===== src/include/pic_pkg.sv =====
// Purpose: shared interrupt controller constants
// Assumes: 32-bit data and address
// Notes:   byte offsets in a 32-byte block
`default_nettype none
package pic_pkg;
    // ****************************************************************
    // bus geometry
    // ****************************************************************
    localparam int          DATA_W     = 32;
    localparam int          ADDR_W     = 32;
    localparam int          BE_W       = DATA_W / 8;
    localparam int          OFFS_W     = 5;
    // ****************************************************************
    // register offsets
    // ****************************************************************
    localparam logic [4:0]  OFF_STATUS  = 5'h00;
    localparam logic [4:0]  OFF_PEND    = 5'h04;
    localparam logic [4:0]  OFF_ENABLE  = 5'h08;
    localparam logic [4:0]  OFF_ACK     = 5'h0C;
    localparam logic [4:0]  OFF_SETEN   = 5'h10;
    localparam logic [4:0]  OFF_CLREN   = 5'h14;
    localparam logic [4:0]  OFF_VECTOR  = 5'h18;
    localparam logic [4:0]  OFF_MASTER  = 5'h1C;
    // ****************************************************************
    // fields and reset values
    // ****************************************************************
    localparam int          MASTER_GATE_BIT = 0;
    localparam int          HW_UNLOCK_BIT   = 1;
    localparam logic [31:0] RST_ZERO        = 32'h0000_0000;
    localparam logic [31:0] VECTOR_NONE     = 32'hFFFF_FFFF;
    localparam logic [31:0] DEF_BASE        = 32'h0000_0000;
    localparam logic [31:0] DEF_UPPER       = 32'h0000_001F;
    localparam logic [31:0] DEF_KIND        = 32'hFFFF_FFFF;
    localparam logic [31:0] DEF_POL         = 32'hFFFF_FFFF;
    // ****************************************************************
    // bus answer states
    // ****************************************************************
    typedef enum logic [0:0]
    {
        PIC_BUS_IDLE   = 1'b0,
        PIC_BUS_ANSWER = 1'b1
    } pic_bus_state_t;
endpackage
`default_nettype wire


===== src/include/pic_line_if.sv =====
// Purpose: line hits from detector to core
// Assumes: one bit a line, core clock
// Notes:   level or one-cycle pulse
`timescale 1ns/100ps
`default_nettype none
interface pic_line_if
#(
    parameter int NUM_LINES = 32
);
    logic [NUM_LINES-1:0] hit;
    modport src
    (
        output hit
    );
    modport dst
    (
        input  hit
    );
endinterface
`default_nettype wire


===== src/pic_intc.sv =====
// Purpose: interrupt controller, Avalon-MM slave
// Assumes: one clock, async low reset
// Notes:   one wait cycle per access
//
// Behaviour
// - line 0 has top priority.
// - line count is a build parameter, one to bus width.
// - type bit: one edge, zero level.
// - edge bit: one rising, zero falling.
// - level bit: one high, zero low.
// - one request output beside the line vector.
// - form bit: zero pulse, one level.
// - sense bit: one rising or high.
// - pending view built only by its bit.
// - set and clear strobes built by own bits.
// - vector number built only by its bit.
// - unselected features build no logic.
// - bus reset clears the controller.
// - base on 32-byte boundary; slave answers there.
// - window spans at least eight 32-bit words.
// - decoder compares bits above window only.
// - data path width fixed at 32 bits by the package.
// - pending enabled ORed to one gated output.
// - vector reads all ones when none pending.
// - gate one lets output assert, zero blocks.
// - unlock resets zero, write-once enables hardware lines.
`timescale 1ns/100ps
`default_nettype none
module pic_intc
#(
    parameter int          NUM_LINES      = 32,
    parameter logic [31:0] DETECT_TYPE    = pic_pkg::DEF_KIND,
    parameter logic [31:0] EDGE_POLARITY  = pic_pkg::DEF_POL,
    parameter logic [31:0] LEVEL_POLARITY = pic_pkg::DEF_POL,
    parameter bit          REQ_IS_LEVEL   = 1'b1,
    parameter bit          REQ_ACTIVE     = 1'b1,
    parameter bit          BUILD_PEND     = 1'b1,
    parameter bit          BUILD_SET_EN   = 1'b1,
    parameter bit          BUILD_CLR_EN   = 1'b1,
    parameter bit          BUILD_VECTOR   = 1'b1,
    parameter logic [31:0] BASE_ADDRESS   = pic_pkg::DEF_BASE,
    parameter logic [31:0] UPPER_ADDRESS  = pic_pkg::DEF_UPPER
)
(
    input  wire logic                         sys_clk_i,
    input  wire logic                         rst_b_i,
    input  wire logic [NUM_LINES-1:0]         intr_line_i,
    output logic                              irq_o,
    input  wire logic [pic_pkg::ADDR_W-1:0]   avs_address_i,
    input  wire logic                         avs_read_i,
    input  wire logic                         avs_write_i,
    input  wire logic [pic_pkg::DATA_W-1:0]   avs_writedata_i,
    input  wire logic [pic_pkg::BE_W-1:0]     avs_byteenable_i,
    output logic [pic_pkg::DATA_W-1:0]        avs_readdata_o,
    output logic                              avs_waitrequest_o,
    output logic                              slave_transfer_ack_o,
    output logic                              slave_error_ack_o,
    output logic                              slave_retry_o,
    output logic                              slave_timeout_suppress_o
);
    // ****************************************************************
    // local helpers
    // ****************************************************************
    // width from package
    localparam int DW = pic_pkg::DATA_W;

    // merge new data into old under byte lanes
    function automatic logic [DW-1:0] be_merge
    (
        input logic [DW-1:0]            old_v,
        input logic [DW-1:0]            new_v,
        input logic [pic_pkg::BE_W-1:0] be
    );
        logic [DW-1:0] res;
        res = old_v;
        for (int b = 0; b < pic_pkg::BE_W; b++)
        begin
            if (be[b])
            begin
                res[b*8 +: 8] = new_v[b*8 +: 8];
            end
        end
        return res;
    endfunction

    // expand byte lanes to a bit mask
    function automatic logic [DW-1:0] be_mask
    (
        input logic [pic_pkg::BE_W-1:0] be
    );
        return be_merge('0, '1, be);
    endfunction

    // lowest set bit index, all ones when none
    function automatic logic [DW-1:0] first_set
    (
        input logic [DW-1:0] v
    );
        logic [DW-1:0] res;
        res = pic_pkg::VECTOR_NONE;
        for (int i = DW - 1; i >= 0; i--)
        begin
            if (v[i])
            begin
                res = DW'(i);
            end
        end
        return res;
    endfunction

    // ****************************************************************
    // line detection and output shaping
    // ****************************************************************
    pic_line_if #(.NUM_LINES(NUM_LINES)) line_if ();

    pic_line_detect
    #(
        .NUM_LINES      (NUM_LINES),
        .DETECT_TYPE    (DETECT_TYPE),
        .EDGE_POLARITY  (EDGE_POLARITY),
        .LEVEL_POLARITY (LEVEL_POLARITY)
    )
    u_detect
    (
        .sys_clk_i (sys_clk_i),
        .rst_b_i   (rst_b_i),
        .lines_i   (intr_line_i),
        .hit_if    (line_if.src)
    );

    logic combined_req;

    pic_irq_shape
    #(
        .REQ_IS_LEVEL (REQ_IS_LEVEL),
        .REQ_ACTIVE   (REQ_ACTIVE)
    )
    u_shape
    (
        .sys_clk_i (sys_clk_i),
        .rst_b_i   (rst_b_i),
        .req_i     (combined_req),
        .irq_o     (irq_o)
    );

    // ****************************************************************
    // address decode
    // ****************************************************************
    // window from base and upper
    wire [31:0] win_mask_w   = ~(UPPER_ADDRESS - BASE_ADDRESS);
    wire        block_hit_w  = (avs_address_i & win_mask_w)
                               == (BASE_ADDRESS & win_mask_w);
    wire [4:0]  offset_w     = avs_address_i[pic_pkg::OFFS_W-1:0];
    wire        word_align_w = (avs_address_i[1:0] == 2'h0);
    wire        reg_sel_w    = block_hit_w & word_align_w;

    // ****************************************************************
    // bus handshake
    // ****************************************************************
    pic_pkg::pic_bus_state_t state_reg;
    pic_pkg::pic_bus_state_t state_next;

    wire req_w    = avs_read_i | avs_write_i;
    wire answer_w = (state_reg == pic_pkg::PIC_BUS_ANSWER);
    // direction from read and write strobes
    wire wr_do_w  = answer_w & avs_write_i & reg_sel_w;

    always_comb
    begin
        state_next = state_reg;
        unique case (state_reg)
            pic_pkg::PIC_BUS_IDLE:
            begin
                if (req_w)
                begin
                    state_next = pic_pkg::PIC_BUS_ANSWER;
                end
            end
            pic_pkg::PIC_BUS_ANSWER:
            begin
                state_next = pic_pkg::PIC_BUS_IDLE;
            end
        endcase
    end

    assign avs_waitrequest_o        = req_w & ~answer_w;
    assign slave_transfer_ack_o     = answer_w & req_w;
    assign slave_error_ack_o        = 1'b0;
    assign slave_retry_o            = 1'b0;
    assign slave_timeout_suppress_o = 1'b0;

    // ****************************************************************
    // register file
    // ****************************************************************
    logic [DW-1:0] status_reg;
    logic [DW-1:0] status_next;
    logic [DW-1:0] enable_reg;
    logic [DW-1:0] enable_next;
    logic          gate_reg;
    logic          gate_next;
    logic          unlock_reg;
    logic          unlock_next;
    logic [DW-1:0] rdata_reg;
    logic [DW-1:0] rdata_next;

    wire [DW-1:0] line_mask_w = DW'({NUM_LINES{1'b1}});
    wire [DW-1:0] hw_hit_w    = DW'(line_if.hit);
    wire [DW-1:0] wmask_w     = be_mask(avs_byteenable_i);
    wire [DW-1:0] wbits_w     = avs_writedata_i & wmask_w & line_mask_w;

    wire wr_status_w = wr_do_w & (offset_w == pic_pkg::OFF_STATUS);
    wire wr_enable_w = wr_do_w & (offset_w == pic_pkg::OFF_ENABLE);
    wire wr_ack_w    = wr_do_w & (offset_w == pic_pkg::OFF_ACK);
    wire wr_seten_w  = BUILD_SET_EN & wr_do_w
                       & (offset_w == pic_pkg::OFF_SETEN);
    wire wr_clren_w  = BUILD_CLR_EN & wr_do_w
                       & (offset_w == pic_pkg::OFF_CLREN);
    wire wr_master_w = wr_do_w & (offset_w == pic_pkg::OFF_MASTER)
                       & avs_byteenable_i[0];

    wire [DW-1:0] set_src_w = unlock_reg ? (hw_hit_w & line_mask_w)
                              : (wr_status_w ? wbits_w : '0);
    wire [DW-1:0] clr_src_w = wr_ack_w ? wbits_w : '0;

    // set beats an acknowledge in the same cycle
    assign status_next = (status_reg & ~clr_src_w) | set_src_w;

    // byte lanes gate the enable write
    wire [DW-1:0] en_wr_w = wr_enable_w
                            ? be_merge(enable_reg, avs_writedata_i,
                                       avs_byteenable_i)
                            : enable_reg;
    assign enable_next = ((en_wr_w & ~(wr_clren_w ? wbits_w : '0))
                          | (wr_seten_w ? wbits_w : '0)) & line_mask_w;

    assign gate_next   = wr_master_w
                         ? avs_writedata_i[pic_pkg::MASTER_GATE_BIT]
                         : gate_reg;
    assign unlock_next = unlock_reg
                         | (wr_master_w
                            & avs_writedata_i[pic_pkg::HW_UNLOCK_BIT]);

    // ****************************************************************
    // pending, priority and request
    // ****************************************************************
    wire [DW-1:0] pend_w = status_reg & enable_reg;
    wire [DW-1:0] vec_w  = first_set(pend_w);

    assign combined_req = gate_reg & (|pend_w);

    // ****************************************************************
    // read mux
    // ****************************************************************
    // absent parts fold away
    wire [DW-1:0] rd_pend_w   = BUILD_PEND ? pend_w : '0;
    wire [DW-1:0] rd_vector_w = BUILD_VECTOR ? vec_w
                                : pic_pkg::VECTOR_NONE;
    wire [DW-1:0] rd_master_w = DW'({unlock_reg, gate_reg});

    always_comb
    begin
        rdata_next = '0;
        if (reg_sel_w && avs_read_i && !answer_w)
        begin
            unique case (offset_w)
                pic_pkg::OFF_STATUS: rdata_next = status_reg;
                pic_pkg::OFF_PEND:   rdata_next = rd_pend_w;
                pic_pkg::OFF_ENABLE: rdata_next = enable_reg;
                pic_pkg::OFF_VECTOR: rdata_next = rd_vector_w;
                pic_pkg::OFF_MASTER: rdata_next = rd_master_w;
                default:             rdata_next = '0;
            endcase
        end
        else if (answer_w)
        begin
            rdata_next = rdata_reg;
        end
    end

    assign avs_readdata_o = rdata_reg;

    // ****************************************************************
    // state registers
    // ****************************************************************
    // reset clears all control state
    always_ff @(posedge sys_clk_i or negedge rst_b_i)
    begin
        if (!rst_b_i)
        begin
            state_reg  <= pic_pkg::PIC_BUS_IDLE;
            status_reg <= pic_pkg::RST_ZERO;
            enable_reg <= pic_pkg::RST_ZERO;
            gate_reg   <= 1'b0;
            unlock_reg <= 1'b0;
            rdata_reg  <= pic_pkg::RST_ZERO;
        end
        else
        begin
            state_reg  <= state_next;
            status_reg <= status_next;
            enable_reg <= enable_next;
            gate_reg   <= gate_next;
            unlock_reg <= unlock_next;
            rdata_reg  <= rdata_next;
        end
    end
endmodule
`default_nettype wire


===== src/pic_irq_shape.sv =====
// Purpose: shape the request output
// Assumes: req_i synchronous
// Notes:   pulse form lasts one clock
`timescale 1ns/100ps
`default_nettype none
module pic_irq_shape
#(
    parameter bit REQ_IS_LEVEL = 1'b1,
    parameter bit REQ_ACTIVE   = 1'b1
)
(
    input  wire logic sys_clk_i,
    input  wire logic rst_b_i,
    input  wire logic req_i,
    output logic      irq_o
);
    logic req_prev_reg;
    logic irq_reg;
    logic irq_next;
    wire  form_w = REQ_IS_LEVEL ? req_i : (req_i & ~req_prev_reg);

    assign irq_next = REQ_ACTIVE ? form_w : ~form_w;
    assign irq_o    = irq_reg;

    always_ff @(posedge sys_clk_i or negedge rst_b_i)
    begin
        if (!rst_b_i)
        begin
            req_prev_reg <= 1'b0;
            irq_reg      <= ~REQ_ACTIVE;
        end
        else
        begin
            req_prev_reg <= req_i;
            irq_reg      <= irq_next;
        end
    end
endmodule
`default_nettype wire


===== src/pic_line_detect.sv =====
// Purpose: sync and qualify lines
// Assumes: lines asynchronous
// Notes:   edge hits pulse once
`timescale 1ns/100ps
`default_nettype none
module pic_line_detect
#(
    parameter int          NUM_LINES     = 32,
    parameter logic [31:0] DETECT_TYPE   = pic_pkg::DEF_KIND,
    parameter logic [31:0] EDGE_POLARITY = pic_pkg::DEF_POL,
    parameter logic [31:0] LEVEL_POLARITY = pic_pkg::DEF_POL
)
(
    input  wire logic                 sys_clk_i,
    input  wire logic                 rst_b_i,
    input  wire logic [NUM_LINES-1:0] lines_i,
    pic_line_if.src                   hit_if
);
    logic [NUM_LINES-1:0] meta_reg;
    logic [NUM_LINES-1:0] sync_reg;
    logic [NUM_LINES-1:0] prev_reg;

    always_ff @(posedge sys_clk_i or negedge rst_b_i)
    begin
        if (!rst_b_i)
        begin
            meta_reg <= '0;
            sync_reg <= '0;
            prev_reg <= '0;
        end
        else
        begin
            meta_reg <= lines_i;
            sync_reg <= meta_reg;
            prev_reg <= sync_reg;
        end
    end

    // ****************************************************************
    // per-line qualification
    // ****************************************************************
    for (genvar i = 0; i < NUM_LINES; i++)
    begin : g_line
        wire rise_w = sync_reg[i] & ~prev_reg[i];
        wire fall_w = ~sync_reg[i] & prev_reg[i];
        wire edge_w = EDGE_POLARITY[i] ? rise_w : fall_w;
        wire lvl_w  = LEVEL_POLARITY[i] ? sync_reg[i] : ~sync_reg[i];
        assign hit_if.hit[i] = DETECT_TYPE[i] ? edge_w : lvl_w;
    end
endmodule
`default_nettype wire


===== config.mk =====
export PLATFORM = sky130hd
export DESIGN_NAME = pic_intc
export DESIGN_NICKNAME = d
export VERILOG_FILES = /design/src/include/pic_pkg.sv /design/src/include/pic_line_if.sv /design/src/pic_intc.sv /design/src/pic_irq_shape.sv /design/src/pic_line_detect.sv
export SDC_FILE = /design/constraint.sdc
export NUM_CORES = 1
export LEC_CHECK = 0
export ABC_CLOCK_PERIOD_IN_PS = 3900
export BUFFER_PORTS_ARGS = -buffer_cell sky130_fd_sc_hd__buf_2
export CAP_MARGIN = 10
export CORE_MARGIN = 2
export CORE_UTILIZATION = 35
export DETAILED_ROUTE_END_ITERATION = 8
export PLACE_DENSITY = 0.56
export SYNTH_ARGS = -nofsm -noshare
export SYNTH_HDL_FRONTEND = slang
export SYNTH_SLANG_ARGS = --single-unit
export TNS_END_PERCENT = 30

===== constraint.sdc =====
create_clock -name sys_clk_i -period 3.9 [get_ports sys_clk_i]
set_input_delay 0.195 -clock sys_clk_i [delete_from_list [all_inputs] [get_ports sys_clk_i]]
set_output_delay 0.195 -clock sys_clk_i [all_outputs]
set_load 0.01 [all_outputs]

==> results.toml, run 1 <==
[route]
wire_per_inst_um = 17.4
drtPass1Iterations = 5
wl_met3_um = 1430
drc = 0
wl_met2_um = 10100
dr.max_layer_used = "met4"
vias = 6517
drt-met1-wl_um = 10000
routed_wl_um = 21700
via_per_inst = 5.22
drt.antenna.violating_nets = 0
drt_iter0_drc = 517

[synth]
ys_warn_count = 0
ys_top_cells_by_area = "dfrtp_1 (60%), nand2_1 (4.0%), o21ai_0 (3.6%)"
synth_adder_area_share_pct = 0
synth-xor-area-share_pct = 0
yosysTopAreaCell = "dfrtp_1"
synth-seq-cells = 196
syn_area_um2 = 8230
synthFlopType = "dfrtp_1"
seq_area_frac_synth_pct = 59.6
synthArstFlopShare_pct = 100
yosys.area_share.simple_pct = 12.3
synth_compound_area_share_pct = 23.0
synthCells = 741
yosys.cell_types.count = 59
synth_top_family_by_area = "compound AO/OA/AOI/OAI gates"
muxShareOfSynthArea_pct = 0.517
synth_edf_count = 0
synth.top_cell.area_share_pct = 59.6
synth_area_per_cell_um2 = 11.1

[die]
io_pins = 142
die_y_um = 157
start_util_pct = 35.4
die_area_um2 = 24800
rows = 56
dieWidth_um = 157
coreArea_um2 = 23300

[worst_setup_path]
cp.required_ps = 4150
path_max_fanout = 37
cp-end-kind = "flop"
r2r_cells = 6
r2r-start = "answer_w"
start_kind = "flop"
ff2ff_setup_slack_ps = 1260
critPathKind = "flop to flop"
r2r-end = "enable_reg[28]"
arrival_ps = 2900

[grt]
grt_pass1_vias = 6119
antenna_found_initial = 0
track_usage_pct = 17.9
grt_pass1_wl_um = 34100
grt_max_degree = 106
overflow = 0

[placed_design]
placed_area_um2 = 9180
portBuffers = 138
place.gp.congestion = 0.816
dp_hpwl_um = 14500

[clock_network]
clock_sinks = 196
cts_resized = 0
cts_root_buffer = "clkbuf_16"
htree_levels = 4
path_clk_slew_ps = 80
clockBufferDepth = 2
post_cts_buffers = 0
clk_latency_ps = 440
cts_tree = "built"
numCtsBuffers = 17

[timing]
min_period_over_period_pct = 67.8
setup_viol = 0
rsz0062_at_grt = "false"
setup_tns_ps = 0
hold_viol_final = 0
fin_crit_ps = 2640
slew_viol_final = 0
worst_clock_skew_ps = 10.3
tightest_slew_ps = 1160
slew_headroom_pct = 22.7
timing.fmax_mhz = 378

[min_path]
hp-start = "avs_writedata_i[8]"
hold_depth = 2
hold_end = "enable_reg[8]"
hp-class = "primary input to flop"

[pwr]
vdd_drop_max_v = 0.000236
power.clock.fraction_pct = 41.3
switching_share_pct = 24.1
switchingPower_mw = 0.971
seq_power_share_pct = 52.0
intPower_mw = 3.06
p_leak_nw = 4.77
pwr-share-comb_pct = 6.6
power_density_nw_per_um2 = 391

[run_status]
status = "completed"

[job]
drv_cap = 0

[finish]
fin_area_um2 = 10300
syn_to_final_growth_pct = 25.3
antenna_cells = 0
drive_gt1_share_pct = 21.1
num-nets-final = 1021
## stage by stage
stage | utilization (%) | power (mW) | setup WS [ps] | std cells | hold slack, ps
floorplan | - | 2.23 | 1900 | 743 | -101
global placement | 39.4 | 2.36 | 1240 | 1159 | 303
detailed placement | 39.4 | 2.36 | 1230 | 1159 | 304
CTS | 44.3 | 4.08 | 1230 | 1249 | 2.20
global route | 44.3 | 4.20 | 1100 | 1249 | 18.1
finish | 44.3 | 4.03 | 1260 | 1249 | 24.3
## power by group through the flow
stage	combinational (mW)	clock [mW]	sequential, mW
detailed placement	0.226	0	2.14
finish	0.268	1.67	2.10
global route	0.298	1.80	2.10
CTS	0.271	1.71	2.10
floorplan	0.0918	0	2.13
global placement	0.224	0	2.14
## logic make-up (layout without fill, tap and decap cells)
kind of cell,after synthesis,in the layout
AO/OA/AOI/OAI,265,265
buffers and inverters,82,269
flip-flops,196,196
multiplexers,4,4
other,1,3
AND/OR/NAND/NOR,193,193
## cell usage in the layout (no fill, tap or decap), types with 3 or more instances in the layout
| cell type | netlist | routed |
|---|---|---|
| o211ai_1 | 33 | 33 |
| buf_4 | 6 | 10 |
| a221o_1 | 4 | 4 |
| o22ai_1 | 3 | 3 |
| dlygate4sd3_1 | 0 | 58 |
| a21oi_1 | 18 | 18 |
| clkinvlp_4 | 0 | 4 |
| inv_1 | 30 | 30 |
| nor4_1 | 6 | 6 |
| and4_1 | 3 | 3 |
| nand3_1 | 11 | 11 |
| a22oi_1 | 39 | 39 |
| clkbuf_8 | 0 | 3 |
| dfrtp_1 | 196 | 196 |
| and2_1 | 6 | 6 |
| a22o_1 | 32 | 32 |
| buf_2 | 4 | 137 |
| a31oi_1 | 25 | 25 |
| a211oi_1 | 6 | 6 |
| nor2_1 | 19 | 17 |
| nor2_2 | 1 | 3 |
| nand4_1 | 4 | 4 |
| conb_1 | 1 | 3 |
| nor3_1 | 6 | 6 |
| a32oi_1 | 29 | 29 |
| nand3b_1 | 29 | 29 |
| nand2_1 | 88 | 88 |
| clkbuf_16 | 0 | 17 |
| o21ai_0 | 59 | 59 |
## worst max path at each step
stage	start	to	slack [ps]	depth (start not counted)
detailed placement	avs_address_i[23]	enable_reg[29]	1230	7
finish	answer_w	enable_reg[28]	1260	6
global route	answer_w	status_reg[31]	1100	7
global placement	avs_address_i[23]	enable_reg[29]	1240	7
floorplan	status_reg[25]	avs_readdata_o[10]	1900	8
CTS	answer_w	enable_reg[28]	1230	6
## cell usage after synthesis, types with 4 or more instances
cell and n:
a211oi_1 6, a21oi_1 18, a221o_1 4, a22o_1 32
a22oi_1 39, a31oi_1 25, a32oi_1 29, and2_1 6
buf_2 4, buf_4 6, clkbuf_1 38, dfrtp_1 196
inv_1 30, nand2_1 88, nand3_1 11, nand3b_1 29
nand4_1 4, nor2_1 19, nor3_1 6, nor4_1 6
o211ai_1 33, o21ai_0 59
## worst max-delay path: stages (launching register included)
cell     delay (ps)
dfrtp_1         340
buf_4           380
nand2_1         110
nor3b_2         210
buf_4           220
and3_1          950
a31oi_1         240
## layout make-up
class | instances | area (µm²)
clock buffer | 20 | 457
clock inverter | 12 | 97.6
fill | 2253 | 13000
inverter | 30 | 113
multi-input combinational | 465 | 2970
sequential | 196 | 4900
tap | 319 | 399
timing repair buffer | 207 | 1380
## metal layers
metal	vias up	global-route usage [%]
li1	3136	-
met1	3170	24.9
met2	194	27.9
met3	17	4.74
met4	0	4.76
met5	-	0
## timing repair
action                                  in CTS  in global routing
hold endpoints to repair                   160                  0
hold buffers                                58                  0
endpoints found under the setup margin       0                  0
No activity file was read; power rests on OpenSTA's default activity.
==> inputs of run 2 (changes only) <==
ABC_CLOCK_PERIOD_IN_PS = 2400   (was 3900)
PLACE_DENSITY = 0.58   (was 0.56)
clock period = 2.4 ns   (was 3.9 ns; I/O delays follow)
==> run 2 against run 1 <==
Hold slack got worse by 8.9 ps. Final cell count up 2.2%. First-iteration DRC count shrank 3.9%. Via count grew 4.8%. Clock skew fell by 0.71 ps. Clock power is 65% higher. Largest cell class unchanged.
==> results.toml, run 2 (synthesized netlist as in run 1, its figures left out) <==
[run_status]
status = "completed"

[finish]
syn_to_final_growth_pct = 28.6
num-nets-final = 1048
final_common_cell = "dfrtp_1"
seq_area_um2 = 4900
n_fill_cell = 2165
final_cell_mix = "dfrtp_1 (196), buf_2 (137), nand2_1 (88)"
multi_input_area_um2 = 3010
drive_gt1_share_pct = 22.7
fin_area_um2 = 10600

[die]
start_util_pct = 35.4
dieWidth_um = 157
rows = 56
die_y_um = 157
coreArea_um2 = 23300
die_area_um2 = 24800
io_pins = 142

[timing]
hold_viol_final = 0
rsz0062_at_grt = "false"
setup_viol = 0
min_period_over_period_pct = 93.9
worst_clock_skew_ps = 9.56
slew_headroom_pct = 47.8
slew_viol_final = 0
tightest_slew_ps = 782
fin_crit_ps = 2250
setup_ws_ps = 145
setup_tns_ps = 0
timing.hold.ws_ps = 15.5
timing.fmax_mhz = 444

[job]
drv_cap = 0

[route]
drt.antenna.violating_nets = 0
drc = 0
wl_met3_um = 1500
wire_per_inst_um = 18.2
dr.max_layer_used = "met5"
drt-met1-wl_um = 10500
drt_iter0_drc = 497
wl_met2_um = 10800
via_per_inst = 5.35
routed_wl_um = 23300
drtPass1Iterations = 6
vias = 6827

[worst_setup_path]
cp-end-kind = "flop"
cp.required_ps = 2760
critPathKind = "flop to flop"
path_max_fanout = 7
arrival_ps = 2610
start_kind = "flop"
r2r_cells = 6
ff2ff_setup_slack_ps = 150
r2r-end = "avs_readdata_o[31]"
r2r-start = "enable_reg[9]"

[min_path]
hp-class = "primary input to flop"
hold_end = "status_reg[5]"
hp-start = "avs_writedata_i[5]"
hold_depth = 3

[clock_network]
clockBufferDepth = 2
cts_tree = "built"
clk_latency_ps = 440
htree_levels = 4
post_cts_buffers = 0
clock_sinks = 196
numCtsBuffers = 17
cts_root_buffer = "clkbuf_16"
path_clk_slew_ps = 70

[grt]
grt_pass1_vias = 6528
grt_pass1_wl_um = 36000
track_usage_pct = 19.1
grt_max_degree = 68
overflow = 0
antenna_found_initial = 2

[pwr]
vdd_drop_max_v = 0.000421
power_density_nw_per_um2 = 627
p_leak_nw = 4.90

[placed_design]
pre_cts_ws_ps = 163
placed_area_um2 = 9320
dp_hpwl_um = 15300
portBuffers = 138
place.gp.congestion = 0.820
-- run 2: cell count changes in the layout (fill, tap and decap cells not counted) --
cell           delta
a22oi_1           -4
buf_4            +16
clkinv_4          -1
clkinvlp_4        -1
or4_4             +2
dlygate4sd3_1     +8
clkbuf_1          +2
a22oi_2           +4
buf_12            +1
bufinv_16         +1
inv_8             +1
diode_2           +1
clkbuf_8          -2
-- run 2: repair_timing --
item,in CTS,in global routing
endpoints found under the setup margin,0,12
resized for setup,0,6
hold buffers,66,0
endpoints found under the hold margin,135,0
-- run 2: critical path: stages (launching register included) --
cell      delay [ps]
dfrtp_1          420
a22oi_2          280
nand3_1          190
nor3_4           240
nand4_1          240
or4_4            700
o211ai_1         120
-- run 2: power by group --
| part | internal (mW) | total, mW | switching, mW |
|---|---|---|---|
| clock | 1.46 | 2.76 | 1.31 |
| combinational | 0.202 | 0.459 | 0.256 |
| sequential | 3.38 | 3.41 | 0.0272 |
-- run 2: through the flow --
step           cells  total power, mW  util, %
3_3_place_gp    1176             3.85     40.0
6_report        1277             6.63     45.5
4_1_cts         1274             6.72     45.3
3_5_place_dp    1176             3.85     40.0
2_1_floorplan    743             3.62        -
5_1_grt         1277             6.90     45.5
-- run 2: worst max path at each step --
stage | from | end | slack (ps) | cells after the start
3_3_place_gp | status_reg[23] | avs_readdata_o[31] | 230 | 6
4_1_cts | status_reg[21] | avs_readdata_o[31] | 140 | 6
3_5_place_dp | status_reg[21] | avs_readdata_o[31] | 160 | 6
5_1_grt | status_reg[17] | avs_readdata_o[31] | 10 | 6
6_report | enable_reg[9] | avs_readdata_o[31] | 150 | 6
2_1_floorplan | status_reg[25] | avs_readdata_o[10] | 400 | 8
-- run 2: final cells by class --
cell class	count	area share [%]
flip-flops and latches	196	46.4
diodes	1	0.0236
well taps	319	3.77
clock inverters	12	1.16
multi-input cells	467	28.4
repair buffers	232	15.1
clock buffers	20	4.13
inverters	30	1.06
-- run 2: routing by layer --
layer	GRT usage (%)	vias to the layer above
li1	-	3185
met1	26.3	3359
met2	29.3	246
met3	4.63	35
met4	6.93	2
met5	0	-
